<file path="src/design/uspc_pkg.sv">
// Shared constants and types of the serial port control block.
package uspc_pkg;
	localparam int USPC_AW = 8;
	localparam int USPC_DW = 8;
	localparam int USPC_RXW = 9;
	localparam logic [USPC_AW-1:0] USPC_ADDR_CTRL = 8'h98;
	localparam logic [USPC_AW-1:0] USPC_ADDR_BUF = 8'h99;
	localparam logic [USPC_DW-1:0] USPC_CTRL_RESET = 8'h00;
	localparam int USPC_BIT_MODE_HI = 7;
	localparam int USPC_BIT_MODE_LO = 6;
	localparam int USPC_BIT_MPE = 5;
	localparam int USPC_BIT_REN = 4;
	localparam int USPC_BIT_TB8 = 3;
	localparam int USPC_BIT_RB8 = 2;
	localparam int USPC_BIT_TI = 1;
	localparam int USPC_BIT_RI = 0;
	localparam logic [3:0] USPC_OS_LAST = 4'hf;
	localparam logic [3:0] USPC_START_MID = 4'h7;
	localparam logic [3:0] USPC_BITS_8 = 4'h8;
	localparam logic [3:0] USPC_BITS_9 = 4'h9;
	localparam logic [2:0] USPC_SHIFT_LAST = 3'h7;
	localparam logic [1:0] USPC_FIX_DIV_SLOW = 2'h3;
	localparam logic [1:0] USPC_FIX_DIV_FAST = 2'h1;

	typedef enum logic [1:0] {
		USPC_MODE_SHIFT = 2'b00,
		USPC_MODE_ASYNC8 = 2'b01,
		USPC_MODE_FIXED9 = 2'b10,
		USPC_MODE_VAR9 = 2'b11
	} uspc_mode_t;

	typedef enum logic [4:0] {
		USPC_TX_IDLE = 5'h01,
		USPC_TX_START = 5'h02,
		USPC_TX_DATA = 5'h04,
		USPC_TX_STOP = 5'h08,
		USPC_TX_SHIFT = 5'h10
	} uspc_tx_state_t;

	typedef enum logic [4:0] {
		USPC_RX_IDLE = 5'h01,
		USPC_RX_START = 5'h02,
		USPC_RX_DATA = 5'h04,
		USPC_RX_STOP = 5'h08,
		USPC_RX_SHIFT = 5'h10
	} uspc_rx_state_t;
endpackage

</file>
<file path="src/design/uspc_stream_if.sv">
// Valid/ready word carrier between the port logic and its receive buffer.
`timescale 1ns/1ps
interface uspc_stream_if #(parameter int W = 9);
	logic valid;
	logic ready;
	logic [W-1:0] data;
	modport source(output valid, output data, input ready);
	modport sink(input valid, input data, output ready);
endinterface

</file>
<file path="src/design/uspc_rx_buf.sv">
// Two-entry receive buffer with valid and ready on both sides.
`timescale 1ns/1ps
module uspc_rx_buf #(
	parameter int W = 9
) (
	input wire logic ref_clk,
	input wire logic rst_n,
	uspc_stream_if.sink in_s,
	uspc_stream_if.source out_s
);
	logic [W-1:0] mem_r [2];
	logic [W-1:0] mem_nxt [2];
	logic wr_ptr_r, wr_ptr_nxt, rd_ptr_r, rd_ptr_nxt;
	logic [1:0] cnt_r, cnt_nxt;
	logic push, pop;

	assign in_s.ready = (cnt_r != 2'h2);
	assign out_s.valid = (cnt_r != 2'h0);
	assign out_s.data = mem_r[rd_ptr_r];

	always_comb begin
		push = in_s.valid && in_s.ready;
		pop = out_s.valid && out_s.ready;
		mem_nxt = mem_r;
		wr_ptr_nxt = wr_ptr_r;
		rd_ptr_nxt = rd_ptr_r;
		cnt_nxt = cnt_r;
		if (push) begin
			mem_nxt[wr_ptr_r] = in_s.data;
			wr_ptr_nxt = ~wr_ptr_r;
		end
		if (pop) begin
			rd_ptr_nxt = ~rd_ptr_r;
		end
		if (push && !pop) begin
			cnt_nxt = cnt_r + 2'h1;
		end else if (pop && !push) begin
			cnt_nxt = cnt_r - 2'h1;
		end
	end

	always_ff @(posedge ref_clk) begin
		if (!rst_n) begin
			wr_ptr_r <= 1'b0;
			rd_ptr_r <= 1'b0;
			cnt_r <= 2'h0;
		end else begin
			wr_ptr_r <= wr_ptr_nxt;
			rd_ptr_r <= rd_ptr_nxt;
			cnt_r <= cnt_nxt;
		end
		mem_r <= mem_nxt;
	end
endmodule

</file>
<file path="src/design/uspc_top.sv">
// Serial port control: control register, buffer register, transmit and receive engines.
`timescale 1ns/1ps
module uspc_top (
	input wire logic ref_clk,
	input wire logic rst_n,
	input wire logic [uspc_pkg::USPC_AW-1:0] sfr_addr,
	input wire logic sfr_wr,
	input wire logic sfr_rd,
	input wire logic [uspc_pkg::USPC_DW-1:0] sfr_wdata,
	output logic [uspc_pkg::USPC_DW-1:0] sfr_rdata,
	input wire logic double_rate,
	input wire logic baud16_tick,
	input wire logic rxd_in,
	output logic rxd_out,
	output logic rxd_oe_n,
	output logic txd
);
	import uspc_pkg::*;

	uspc_stream_if #(.W(USPC_RXW)) rx_in_if ();
	uspc_stream_if #(.W(USPC_RXW)) rx_out_if ();

	uspc_rx_buf #(.W(USPC_RXW)) u_rx_buf (
		.ref_clk(ref_clk),
		.rst_n(rst_n),
		.in_s(rx_in_if),
		.out_s(rx_out_if)
	);

	logic [USPC_DW-1:0] ctrl_r, ctrl_nxt, rxhold_r, rxhold_nxt, rdata_r, rdata_nxt;
	logic [1:0] div_r, div_nxt;
	uspc_mode_t mode;
	logic ctrl_wr, buf_wr, buf_rd, os_tick, ti_set, rx_load, nine;

	uspc_tx_state_t tx_state_r, tx_state_nxt;
	logic [8:0] tx_sh_r, tx_sh_nxt;
	logic [3:0] tx_bit_r, tx_bit_nxt, tx_tick_r, tx_tick_nxt;
	logic txd_r, txd_nxt, rxo_r, rxo_nxt, oe_n_r, oe_n_nxt;

	uspc_rx_state_t rx_state_r, rx_state_nxt;
	logic [8:0] rx_sh_r, rx_sh_nxt, push_word_r, push_word_nxt;
	logic [3:0] rx_bit_r, rx_bit_nxt, rx_tick_r, rx_tick_nxt;
	logic rxd_prev_r, push_r, push_nxt, rx_sclk, accept;

	assign sfr_rdata = rdata_r;
	assign txd = txd_r;
	assign rxd_out = rxo_r;
	assign rxd_oe_n = oe_n_r;
	assign rx_in_if.valid = push_r;
	assign rx_in_if.data = push_word_r;

	// Register interface and baud divider.
	always_comb begin
		mode = uspc_mode_t'(ctrl_r[USPC_BIT_MODE_HI:USPC_BIT_MODE_LO]);
		nine = ctrl_r[USPC_BIT_MODE_HI];
		ctrl_wr = sfr_wr && (sfr_addr == USPC_ADDR_CTRL);
		buf_wr = sfr_wr && (sfr_addr == USPC_ADDR_BUF);
		buf_rd = sfr_rd && (sfr_addr == USPC_ADDR_BUF);
		// Holding off the load during a read keeps a read from seeing a half-updated byte.
		rx_out_if.ready = !buf_rd;
		rx_load = rx_out_if.valid && rx_out_if.ready;
		div_nxt = div_r - 2'h1;
		if (div_r == 2'h0) begin
			div_nxt = double_rate ? USPC_FIX_DIV_FAST : USPC_FIX_DIV_SLOW;
		end
		os_tick = (mode == USPC_MODE_FIXED9) ? (div_r == 2'h0) : baud16_tick;
		ctrl_nxt = ctrl_r;
		if (ctrl_wr) begin
			ctrl_nxt = sfr_wdata;
		end
		if (ti_set) begin
			ctrl_nxt[USPC_BIT_TI] = 1'b1;
		end
		rxhold_nxt = rxhold_r;
		if (rx_load) begin
			rxhold_nxt = rx_out_if.data[7:0];
			ctrl_nxt[USPC_BIT_RB8] = rx_out_if.data[8];
			ctrl_nxt[USPC_BIT_RI] = 1'b1;
		end
		rdata_nxt = rdata_r;
		if (sfr_rd) begin
			case (sfr_addr)
				USPC_ADDR_CTRL: rdata_nxt = ctrl_r;
				USPC_ADDR_BUF: rdata_nxt = rxhold_r;
				default: rdata_nxt = 8'h00;
			endcase
		end
	end

	always_ff @(posedge ref_clk) begin
		if (!rst_n) begin
			ctrl_r <= USPC_CTRL_RESET;
			rxhold_r <= 8'h00;
			rdata_r <= 8'h00;
			div_r <= 2'h0;
		end else begin
			ctrl_r <= ctrl_nxt;
			rxhold_r <= rxhold_nxt;
			rdata_r <= rdata_nxt;
			div_r <= div_nxt;
		end
	end

	// Transmit engine; it also drives the shift clock pin in mode 0.
	always_comb begin
		tx_state_nxt = tx_state_r;
		tx_sh_nxt = tx_sh_r;
		tx_bit_nxt = tx_bit_r;
		tx_tick_nxt = tx_tick_r;
		txd_nxt = txd_r;
		rxo_nxt = rxo_r;
		oe_n_nxt = oe_n_r;
		ti_set = 1'b0;
		case (tx_state_r)
			USPC_TX_IDLE: begin
				txd_nxt = (mode == USPC_MODE_SHIFT) ? rx_sclk : 1'b1;
				oe_n_nxt = 1'b1;
				// A write while a character is going out, or during a mode 0 receive, is dropped.
				if (buf_wr && rx_state_r != USPC_RX_SHIFT) begin
					tx_sh_nxt = {ctrl_r[USPC_BIT_TB8], sfr_wdata};
					tx_bit_nxt = 4'h0;
					tx_tick_nxt = 4'h0;
					if (mode == USPC_MODE_SHIFT) begin
						tx_state_nxt = USPC_TX_SHIFT;
						oe_n_nxt = 1'b0;
						rxo_nxt = sfr_wdata[0];
						txd_nxt = 1'b0;
					end else begin
						tx_state_nxt = USPC_TX_START;
						txd_nxt = 1'b0;
					end
				end
			end
			USPC_TX_SHIFT: begin
				if (tx_tick_r[0] == 1'b0) begin
					txd_nxt = 1'b1;
					tx_tick_nxt = 4'h1;
				end else if (tx_bit_r[2:0] == USPC_SHIFT_LAST) begin
					tx_state_nxt = USPC_TX_IDLE;
					ti_set = 1'b1;
					oe_n_nxt = 1'b1;
				end else begin
					tx_sh_nxt = {1'b0, tx_sh_r[8:1]};
					rxo_nxt = tx_sh_r[1];
					tx_bit_nxt = tx_bit_r + 4'h1;
					tx_tick_nxt = 4'h0;
					txd_nxt = 1'b0;
				end
			end
			USPC_TX_START, USPC_TX_DATA, USPC_TX_STOP: begin
				if (os_tick) begin
					tx_tick_nxt = tx_tick_r + 4'h1;
					if (tx_tick_r == USPC_OS_LAST) begin
						if (tx_state_r == USPC_TX_START) begin
							tx_state_nxt = USPC_TX_DATA;
							tx_bit_nxt = 4'h0;
							txd_nxt = tx_sh_r[0];
						end else if (tx_state_r == USPC_TX_STOP) begin
							tx_state_nxt = USPC_TX_IDLE;
						end else if (tx_bit_r == (nine ? USPC_BITS_9 : USPC_BITS_8) - 4'h1) begin
							tx_state_nxt = USPC_TX_STOP;
							txd_nxt = 1'b1;
							ti_set = 1'b1;
						end else begin
							tx_bit_nxt = tx_bit_r + 4'h1;
							tx_sh_nxt = {1'b0, tx_sh_r[8:1]};
							txd_nxt = tx_sh_r[1];
						end
					end
				end
			end
			default: tx_state_nxt = USPC_TX_IDLE;
		endcase
	end

	always_ff @(posedge ref_clk) begin
		if (!rst_n) begin
			tx_state_r <= USPC_TX_IDLE;
			tx_sh_r <= 9'h000;
			tx_bit_r <= 4'h0;
			tx_tick_r <= 4'h0;
			txd_r <= 1'b1;
			rxo_r <= 1'b1;
			oe_n_r <= 1'b1;
		end else begin
			tx_state_r <= tx_state_nxt;
			tx_sh_r <= tx_sh_nxt;
			tx_bit_r <= tx_bit_nxt;
			tx_tick_r <= tx_tick_nxt;
			txd_r <= txd_nxt;
			rxo_r <= rxo_nxt;
			oe_n_r <= oe_n_nxt;
		end
	end

	// Receive engine; finished frames wait in push_word_r until the buffer takes them.
	always_comb begin
		rx_state_nxt = rx_state_r;
		rx_sh_nxt = rx_sh_r;
		rx_bit_nxt = rx_bit_r;
		rx_tick_nxt = rx_tick_r;
		push_nxt = push_r && !rx_in_if.ready;
		push_word_nxt = push_word_r;
		accept = 1'b0;
		case (rx_state_r)
			USPC_RX_IDLE: begin
				rx_tick_nxt = 4'h0;
				rx_bit_nxt = 4'h0;
				if (ctrl_r[USPC_BIT_REN] && !push_r) begin
					if (mode == USPC_MODE_SHIFT) begin
						// A byte still on its way to the holding register has not raised the flag yet.
						if (!ctrl_r[USPC_BIT_RI] && !rx_out_if.valid && tx_state_r == USPC_TX_IDLE
							&& !buf_wr) begin
							rx_state_nxt = USPC_RX_SHIFT;
						end
					end else if (rxd_prev_r && !rxd_in) begin
						rx_state_nxt = USPC_RX_START;
					end
				end
			end
			USPC_RX_SHIFT: begin
				if (rx_tick_r[0] == 1'b0) begin
					rx_tick_nxt = 4'h1;
				end else begin
					rx_sh_nxt = {rxd_in, rx_sh_r[8:1]};
					rx_tick_nxt = 4'h0;
					rx_bit_nxt = rx_bit_r + 4'h1;
					if (rx_bit_r[2:0] == USPC_SHIFT_LAST) begin
						rx_state_nxt = USPC_RX_IDLE;
						push_nxt = 1'b1;
						push_word_nxt = {1'b0, rxd_in, rx_sh_r[8:2]};
					end
				end
			end
			USPC_RX_START: begin
				if (os_tick) begin
					rx_tick_nxt = rx_tick_r + 4'h1;
					if (rx_tick_r == USPC_START_MID) begin
						rx_tick_nxt = 4'h0;
						// A start bit that is high again at its middle was a glitch.
						rx_state_nxt = rxd_in ? USPC_RX_IDLE : USPC_RX_DATA;
					end
				end
			end
			USPC_RX_DATA: begin
				if (os_tick) begin
					rx_tick_nxt = rx_tick_r + 4'h1;
					if (rx_tick_r == USPC_OS_LAST) begin
						rx_sh_nxt = {rxd_in, rx_sh_r[8:1]};
						rx_bit_nxt = rx_bit_r + 4'h1;
						if (rx_bit_r == (nine ? USPC_BITS_9 : USPC_BITS_8) - 4'h1) begin
							rx_state_nxt = USPC_RX_STOP;
						end
					end
				end
			end
			USPC_RX_STOP: begin
				if (os_tick) begin
					rx_tick_nxt = rx_tick_r + 4'h1;
					if (rx_tick_r == USPC_OS_LAST) begin
						rx_state_nxt = USPC_RX_IDLE;
						accept = !ctrl_r[USPC_BIT_MPE] || (nine ? rx_sh_r[8] : rxd_in);
						push_nxt = accept;
						push_word_nxt = nine ? rx_sh_r : {rxd_in, rx_sh_r[8:1]};
					end
				end
			end
			default: rx_state_nxt = USPC_RX_IDLE;
		endcase
		if (!ctrl_r[USPC_BIT_REN]) begin
			rx_state_nxt = USPC_RX_IDLE;
		end
		rx_sclk = !(rx_state_nxt == USPC_RX_SHIFT && rx_tick_nxt[0] == 1'b0);
	end

	always_ff @(posedge ref_clk) begin
		if (!rst_n) begin
			rx_state_r <= USPC_RX_IDLE;
			rx_sh_r <= 9'h000;
			rx_bit_r <= 4'h0;
			rx_tick_r <= 4'h0;
			rxd_prev_r <= 1'b1;
			push_r <= 1'b0;
			push_word_r <= 9'h000;
		end else begin
			rx_state_r <= rx_state_nxt;
			rx_sh_r <= rx_sh_nxt;
			rx_bit_r <= rx_bit_nxt;
			rx_tick_r <= rx_tick_nxt;
			rxd_prev_r <= rxd_in;
			push_r <= push_nxt;
			push_word_r <= push_word_nxt;
		end
	end
endmodule
</file>
<file path="config.mk">
export PLATFORM = sky130hd
export DESIGN_NAME = uspc_top
export DESIGN_NICKNAME = d
export VERILOG_FILES = /design/src/design/uspc_pkg.sv /design/src/design/uspc_stream_if.sv /design/src/design/uspc_rx_buf.sv /design/src/design/uspc_top.sv
export SDC_FILE = /design/constraint.sdc
export NUM_CORES = 1
export LEC_CHECK = 0
export BUFFER_PORTS_ARGS = -buffer_cell sky130_fd_sc_hd__buf_2
export CORE_AREA = 4 4 110 112
export CTS_CLUSTER_SIZE = 8
export DETAILED_ROUTE_END_ITERATION = 6
export DIE_AREA = 0 0 114 116
export GPL_TIMING_DRIVEN = 0
export HOLD_SLACK_MARGIN = 0.12
export PLACE_DENSITY_LB_ADDON = 0.15
export SLEW_MARGIN = 40
export SYNTH_ARGS = -nofsm -noshare
export SYNTH_HDL_FRONTEND = slang
export SYNTH_SLANG_ARGS = --single-unit
</file>
<file path="constraint.sdc">
create_clock -name ref_clk -period 3.29 [get_ports ref_clk]
set_input_delay 0.658 -clock ref_clk [delete_from_list [all_inputs] [get_ports ref_clk]]
set_output_delay 0.658 -clock ref_clk [all_outputs]
set_load 0.02 [all_outputs]
</file>
== After elaboration in Yosys (flattened, before gate mapping) ==
Cells that the tools add are included.
Widths: inputs -> output; s select.
Storage, ports and cells
  input port bits: 23
  output and inout bits: 11
  word-level logic and storage cells: 260
  bits in registers: 106
Cells by class
  add/sub/neg operators: 8
  magnitude comparators: 3
  reduce and logical (&&, ||, !) cells: 54
  equality and inequality tests: 45
  multiplexer cells: 118
  bitwise operators: 5
Operator list (number)
  $mux 9: 20
  $mux 5: 23
  $mux 4: 17
  $ne 2x2->1 const B: 18
  $pmux 4 s3: 3
  $pmux 9 s2: 2
  $mux 1: 35
  $pmux 9 s3: 1
  $pmux 5 s5: 1
  $bwmux 18: 1
  $add 4x1->4 const B: 4
  $eq 8x8->1 const B: 2
  $logic_and 1x1->1: 16
  $pmux 4 s4: 1
  $pmux 8 s2: 1
  $eq 5x5->1 const B: 3
  $pmux 5 s3: 1
  $reduce_and 5->1: 3
  $reduce_bool 2->1: 7
  $reduce_and 4->1: 3
  $logic_not 1->1: 11
  $eq 5x1->1 const B: 2
  $eq 5x2->1 const B: 2
  $eq 5x3->1 const B: 2
  32 further kinds: 54

== Longest topological paths before layout ==
Gate-level depths: netlist of the first run.
  depth in word-level cells: 16
  gate-level depth with buffers: 10
  mapped depth without buffers: 9

== By module ==
From an unflattened synthesis of the first run, not the netlist that was laid out.
Unflattened totals
  cell total of the unflattened synthesis: 535
  area, all modules: 4983.5 µm²
Modules (own cells, without submodules)
  uspc_top: area an instance 4120.2 µm², cells an instance 485, sequential area each 1681.6 µm², times used 1
  uspc_rx_buf: area an instance 863.3 µm², cells an instance 50, sequential area each 620.6 µm², times used 1

== Worst setup path before layout of the first run ==
OpenSTA, ideal clock, no wires.
  path kind: input to register
  start point: input sfr_addr[1] in the netlist's numbering
  end point: register u_rx_buf.cnt_r[1]
  library setup time: 70 ps
  arrival time: 2591 ps
  required time: 3220 ps
  stages: 9
  slack: 629 ps
  path buffers: 1
  cell sequence: or3b_1 > nor2_1 > and3_1 > clkbuf_1 > nor2_1 > inv_1 > ha_1 > or3_1 > a21oi_1
On the way
  cells in the longest elaborated chain, start to end: 7
  elaborated cells between the ends (all ways): 9
  classes of those cells: 1 x eq/ne; 1 x mux; 7 x reduce/logical
Ends and longest elaborated chain
  from (decl): RTL line uspc_top.sv:6  | input wire logic [uspc_pkg::USPC_AW-1:0] sfr_addr,
  $eq 8x8->1 *: RTL line uspc_top.sv:58  | buf_rd = sfr_rd && (sfr_addr == USPC_ADDR_BUF);
  $logic_and 1x1->1 *: RTL line uspc_top.sv:58
  $logic_not 1->1 *: RTL line uspc_top.sv:60  | rx_out_if.ready = !buf_rd;
  $logic_and 1x1->1 *: RTL line uspc_rx_buf.sv:23  | pop = out_s.valid && out_s.ready;
  $logic_not 1->1: RTL line uspc_rx_buf.sv:35  | if (push && !pop) begin
  $logic_and 1x1->1: RTL line uspc_rx_buf.sv:35
  $mux 2 or $reduce_bool 2->1 (tied branches)
  to (signal assigned): RTL line uspc_rx_buf.sv:50  | cnt_r <= cnt_nxt;
  to (decl): RTL line uspc_rx_buf.sv:14  | logic [1:0] cnt_r, cnt_nxt;
Mark *: on every way between the ends. The rest lies on a longest branch, timed or not.
A chain may end at the register's enable or synchronous reset.

== Final worst setup path of the first run ==
Ends and elaborated chain as after synthesis.

==> flow_summary.json, run 1 <==
{
  "status": "complete, no violations",
  "grt_overflow_total": 0,
  "cts_resized": 0,
  "p_clk_share_pct": 34.5,
  "worst-path-stages": 10,
  "r2r_slack_ns": 0.62,
  "drive_above_1_share_pct": 10.6,
  "netlist_area_sq_um": 5070,
  "synth.net_count": 597,
  "peakVddDrop_mv": 0.545,
  "fmax_mhz": 367,
  "slew_headroom_pct": 40.6,
  "cts-root-buf": "clkbuf_16",
  "drt_wl_total_mm": 12.4,
  "hold_depth": 2,
  "combPwrFrac_pct": 18.0,
  "rsz0062_at_grt": "no",
  "reg2regPathDepth": 6,
  "cts_buffer_depth": 2,
  "io-pin-count": 34,
  "min_period_ns": 2.73,
  "synth_ff_type": "dfxtp_1",
  "synthCells": 567,
  "synth_area_per_cell_sq_um": 8.93,
  "swShare_pct": 28.6,
  "drt_iter0_drc": 306,
  "fp-row-count": 39,
  "clock_latency_ns": 0.35,
  "fin_tns_setup_ns": 0,
  "diodes": 0,
  "synth-xor-area-share_pct": 1.21,
  "critical_path_class": "input port to register",
  "slowest_delay_ns": 0.39,
  "start_kind": "input port",
  "power_density_nw_per_um2": 557,
  "intPower_w": 0.00227,
  "post_drt_via_cell_ratio": 5.76,
  "fin_worst_skew_ns": 0.00432,
  "tightest_slew_ns": 0.883,
  "critPathSlowestCell": "or3b_1",
  "setup_viol": 0,
  "design.core.area_sq_um": 11200,
  "portBuffers": 32,
  "die_x_um": 114,
  "layout_commonest_cell": "dfxtp_1",
  "startpoint": "sfr_addr[1]",
  "dp.final_hpwl_mm": 9.08,
  "hp-class": "register to register",
  "async_flop_share_pct": 0,
  "layout.nets": 640,
  "synth_top_family_by_area": "simple AND/OR/NAND/NOR gates",
  "yosys.cell_types.count": 59,
  "rr_endpoint": "tx_sh_r[3]",
  "crit_buf_inv": 3,
  "yosysWarnings": 0,
  "htreeDepth": 3,
  "firstDrtPassIters": 5,
  "power_frac_seq_pct": 47.5,
  "first_global_vias": 4133,
  "post-cts-setup-buffers": 0,
  "cts_sinks": 106,
  "crit_fanout": 9,
  "synth_edf_count": 18,
  "final-hold-violation-count": 0,
  "die_area_sq_um": 13200,
  "ant_nets": 0,
  "switchingPower_w": 0.000910,
  "vias": 4369,
  "worst_path_most_repeated_cell": "nor2_1",
  "maxSlewViolCount": 0,
  "synthAdderAreaFrac_pct": 1.73,
  "drc": 0,
  "crit_end": "u_rx_buf.cnt_r[1]",
  "ys_seq_elements": 106,
  "cts_tree": "built",
  "whs_ns": 0.461,
  "grt_antenna_before_repair": 0,
  "clkTransAtPathRegs_ns": 0.07,
  "yosysTopAreaCellShare_pct": 34.8,
  "post_drt_wl_per_cell_um": 16.3,
  "period_share_pct": 82.9,
  "synthMuxAreaShare_pct": 8.37,
  "cp.arrival_ns": 3.00,
  "critPathCaptureType": "register",
  "path_cells": "buf_2, or3b_1, nor2_1, and3_1, clkbuf_1, nor2_1, inv_1, ha_1, or3_1, a21oi_1",
  "most-common-layout-cells": "dfxtp_1, nor2_1, a21oi_1",
  "grt_util_all_layers_pct": 19.8,
  "synth_compound_area_share_pct": 18.4,
  "cts_made_buffers": 9,
  "gp_congestion": 0.881,
  "cts_hold_buf": 0,
  "required_ns": 3.57,
  "grt_pass1_wl_mm": 20.8,
  "p_leak_nw": 2.18,
  "cp_top_family": "simple AND/OR/NAND/NOR gates",
  "seq_area_frac_synth_pct": 45.4,
  "synth.largest_area_cell": "dfxtp_1",
  "grt_max_degree": 18,
  "start_util_pct": 45.1,
  "die_y_um": 116,
  "syn2layout_area_growth_pct": 12.8,
  "cap_violations": 0,
  "synth-simple-area-share_pct": 22.0,
  "synth_area_leaders": "dfxtp_1, edfxtp_1, mux2i_1, nor2_1, a21oi_1",
  "rr_startpoint": "ctrl_r[6]"
}
through the flow:
stage | power [W] | cells | instance area, sq um | utilization (%) | worst slack (ns)
finish | 0.00318 | 758 | 5710 | 50.9 | 0.563
global route | 0.00336 | 758 | 5710 | 50.9 | 0.399
CTS | 0.00321 | 758 | 5710 | 50.9 | 0.592
detailed placement | 0.00211 | 742 | 5410 | 48.2 | 0.222
global placement | 0.00209 | 742 | 5410 | 48.2 | 0.253
floorplan | 0.00195 | 567 | 5070 | - | 0.629
power by group through the flow:
stage,clock (W),combinational (W),sequential (W)
after CTS,0.00113,0.000570,0.00151
final,0.00110,0.000571,0.00151
after global routing,0.00119,0.000644,0.00153
after floorplan,0,0.000430,0.00152
after global placement,0,0.000557,0.00154
after detailed placement,0,0.000567,0.00154
final cells by class:
class | count | area, sq um
Multi-Input combinational cell | 424 | 2620
Timing Repair Buffer | 32 | 160
Sequential cell | 106 | 2300
Fill cell | 1071 | 5510
Clock inverter | 6 | 65.1
Tap cell | 143 | 179
Buffer | 28 | 113
Inverter | 9 | 33.8
Clock buffer | 10 | 239
worst min path at each step:
stage	startpoint	end	slack [ns]
2_1_floorplan	push_word_r[8]	u_rx_buf.mem_r[17]	0.43
3_3_place_gp	div_r[0]	div_r[0]	0.44
3_5_place_dp	push_word_r[6]	u_rx_buf.mem_r[15]	0.45
4_1_cts	rx_sh_r[0]	rx_sh_r[0]	0.46
5_1_grt	push_word_r[8]	u_rx_buf.mem_r[8]	0.49
6_report	rx_sh_r[0]	rx_sh_r[0]	0.46
logic make-up after synthesis:
family	count (synthesis)
and+or+nand+nor	228
buffers and inverters	37
xor gates and xnor gates	7
adders and majority gates	7
DFF	106
AOI/OAI and AO/OA	140
muxes	42
cell usage after synthesis (11+ instances only):
cell type / number
nor2_1: 84
nand2_1: 42
nand3_1: 25
clkbuf_1: 17
o21ai_0: 18
mux2i_1: 39
a211oi_1: 26
dfxtp_1: 88
a21oi_1: 43
nor2b_1: 11
edfxtp_1: 18
routing by layer:
metal	routed length, um	GRT usage, %
met5	0	0
met3	693	5.17
met1	5860	27.1
met2	5590	30.8
met4	247	6.49
state kept, by name (all words and copies together) (netlist names), 2 cells and up:
name            flops
rxhold_r            8
u_rx_buf.mem_r     18
rx_state_r          5
tx_bit_r            4
u_rx_buf.cnt_r      2
rx_tick_r           4
push_word_r         9
tx_sh_r             9
div_r               2
ctrl_r              8
sfr_rdata           8
tx_state_r          5
rx_bit_r            4
rx_sh_r             9
tx_tick_r           4
worst reg2reg max path, cell delays in order (launching register included):
cell and delay, ns:
dfxtp_1 0.49, and2b_1 0.27, mux2i_2 0.28, o21ai_0 0.53
nand3_1 0.29, nor2_1 0.52, a211oi_1 0.16
Note: power is estimated with default switching activity, not from simulation.
==> run 2, diff against run 1 <==
clock period = 2.77 ns   (was 3.29 ns; I/O delays follow)
==> flow_summary.json, run 2 (synthesis gave the netlist of run 1 again) <==
{
  "required_ns": 2.98,
  "rsz0062_at_grt": "no",
  "ant_nets": 0,
  "first_global_vias": 4133,
  "status": "complete, no violations",
  "postPlaceCellArea_sq_um": 5410,
  "top_register": "u_rx_buf.mem_r",
  "vias": 4363,
  "min_period_ns": 2.52,
  "dp_slack_ns": -0.194,
  "die_y_um": 116,
  "fill_cells": 1072,
  "hp-class": "register to register",
  "start_kind": "register",
  "syn2layout_area_growth_pct": 12.7,
  "layout_commonest_cell": "dfxtp_1",
  "io-pin-count": 34,
  "setup_slack_ns": 0.248,
  "cts_hold_buf": 0,
  "drc": 0,
  "period_share_pct": 91.0,
  "diodes": 0,
  "path_cells": "buf_2, and2b_1, mux2i_2, o21ai_1, and3_2, buf_2, a21oi_1, a211oi_1",
  "fmax_mhz": 397,
  "cp.arrival_ns": 2.73,
  "critical_path_class": "register to register",
  "layout.nets": 639,
  "setup_viol": 0,
  "critPathSlowestCell": "mux2i_2",
  "design.core.area_sq_um": 11200,
  "cts_tree": "built",
  "power_density_nw_per_um2": 661,
  "final-hold-violation-count": 0,
  "drive_above_1_share_pct": 10.6,
  "largest_reg_flops": 18,
  "clock_latency_ns": 0.35,
  "portBuffers": 32,
  "dp.final_hpwl_mm": 9.08,
  "p_leak_nw": 2.17,
  "grt_pass1_wl_mm": 20.8,
  "clkTransAtPathRegs_ns": 0.07,
  "grt_antenna_before_repair": 0,
  "post_drt_wl_per_cell_um": 16.4,
  "crit_buf_inv": 2,
  "cts_sinks": 106,
  "start_util_pct": 45.1,
  "fin_worst_skew_ns": 0.00465,
  "cts_made_buffers": 9,
  "crit_fanout": 10,
  "drt_wl_total_mm": 12.4,
  "post-cts-setup-buffers": 0,
  "htreeDepth": 3,
  "final_cells": 757,
  "slew_headroom_pct": 40.0,
  "fp-row-count": 39,
  "grt_overflow_total": 0,
  "grt_util_all_layers_pct": 19.8,
  "post_drt_via_cell_ratio": 5.76,
  "die_area_sq_um": 13200,
  "die_x_um": 114,
  "cts_buffer_depth": 2,
  "critPathCaptureType": "register",
  "grt_max_degree": 18,
  "cp_top_family": "multiplexers",
  "cts-root-buf": "clkbuf_16",
  "worst_path_most_repeated_cell": "buf_2",
  "cap_violations": 0,
  "stdcell_area_sq_um": 5710,
  "most-common-layout-cells": "dfxtp_1, nor2_1, a21oi_1",
  "gp_congestion": 0.881,
  "peakVddDrop_mv": 0.653,
  "drt_iter0_drc": 308,
  "slowest_delay_ns": 0.59,
  "maxSlewViolCount": 0,
  "firstDrtPassIters": 5,
  "dp_cells": 742,
  "tightest_slew_ns": 0.892
}
run 2: cell types whose count changed in the layout (fill, tap and decap cells not counted), sizes merged:
cell / delta
clkbuf: -1
run 2: layout make-up:
class / instances / area (sq um) / share of cell area (%)
plain buffers: 27 / 109 / 1.91
clock buffers: 10 / 239 / 4.19
clock inverters: 6 / 65.1 / 1.14
inverters: 9 / 33.8 / 0.592
multi-input cells: 424 / 2620 / 45.9
flip-flops and latches: 106 / 2300 / 40.3
well taps: 143 / 179 / 3.13
repair buffers: 32 / 160 / 2.81
run 2: where the power goes:
group / leakage [nW] / switching, W / total (W) / internal, W
Sequential: 0.879 / 0.0000929 / 0.00179 / 0.00170
Clock: 0.149 / 0.000575 / 0.00130 / 0.000727
Combinational: 1.15 / 0.000413 / 0.000679 / 0.000266
run 2: worst paths after layout:
path	startpoint	end	slack, ns	cells past startpoint
max	ctrl_r[7]	tx_sh_r[3]	0.25	8
min	rx_sh_r[0]	rx_sh_r[0]	0.46	2
max reg2reg	ctrl_r[7]	tx_sh_r[3]	0.25	8
min reg2reg	rx_sh_r[0]	rx_sh_r[0]	0.46	2
run 2: stage by stage:
| stage | util (%) | setup TNS, ns | hold WS [ns] | total power, W |
|---|---|---|---|---|
| after floorplan | - | 0 | 0.425 | 0.00232 |
| after global placement | 48.2 | -0.602 | 0.436 | 0.00249 |
| after detailed placement | 48.2 | -0.385 | 0.453 | 0.00250 |
| after CTS | 50.9 | 0 | 0.451 | 0.00381 |
| after global routing | 50.9 | 0 | 0.474 | 0.00399 |
| final | 50.9 | 0 | 0.461 | 0.00378 |
run 2: worst min-delay path, stage by stage, from the launching register on:
cell     delay (ns)
dfxtp_1        0.31
nand2_1        0.05
a21oi_1        0.05
run 2: what timing repair did:
item / in CTS / in global routing
resized for setup: 0 / 1
endpoints found under the hold margin: 0 / 0
setup endpoints to repair: 0 / 10
run 2: per-layer routing:
| metal | share of wire [%] | vias up | GRT usage [%] |
|---|---|---|---|
| met3 | 5.3 | 18 | 5.17 |
| met4 | 1.9 | 0 | 6.49 |
| met2 | 45 | 106 | 30.8 |
| li1 | - | 2176 | - |
| met5 | 0 | - | 0 |
| met1 | 47 | 2063 | 27.1 |
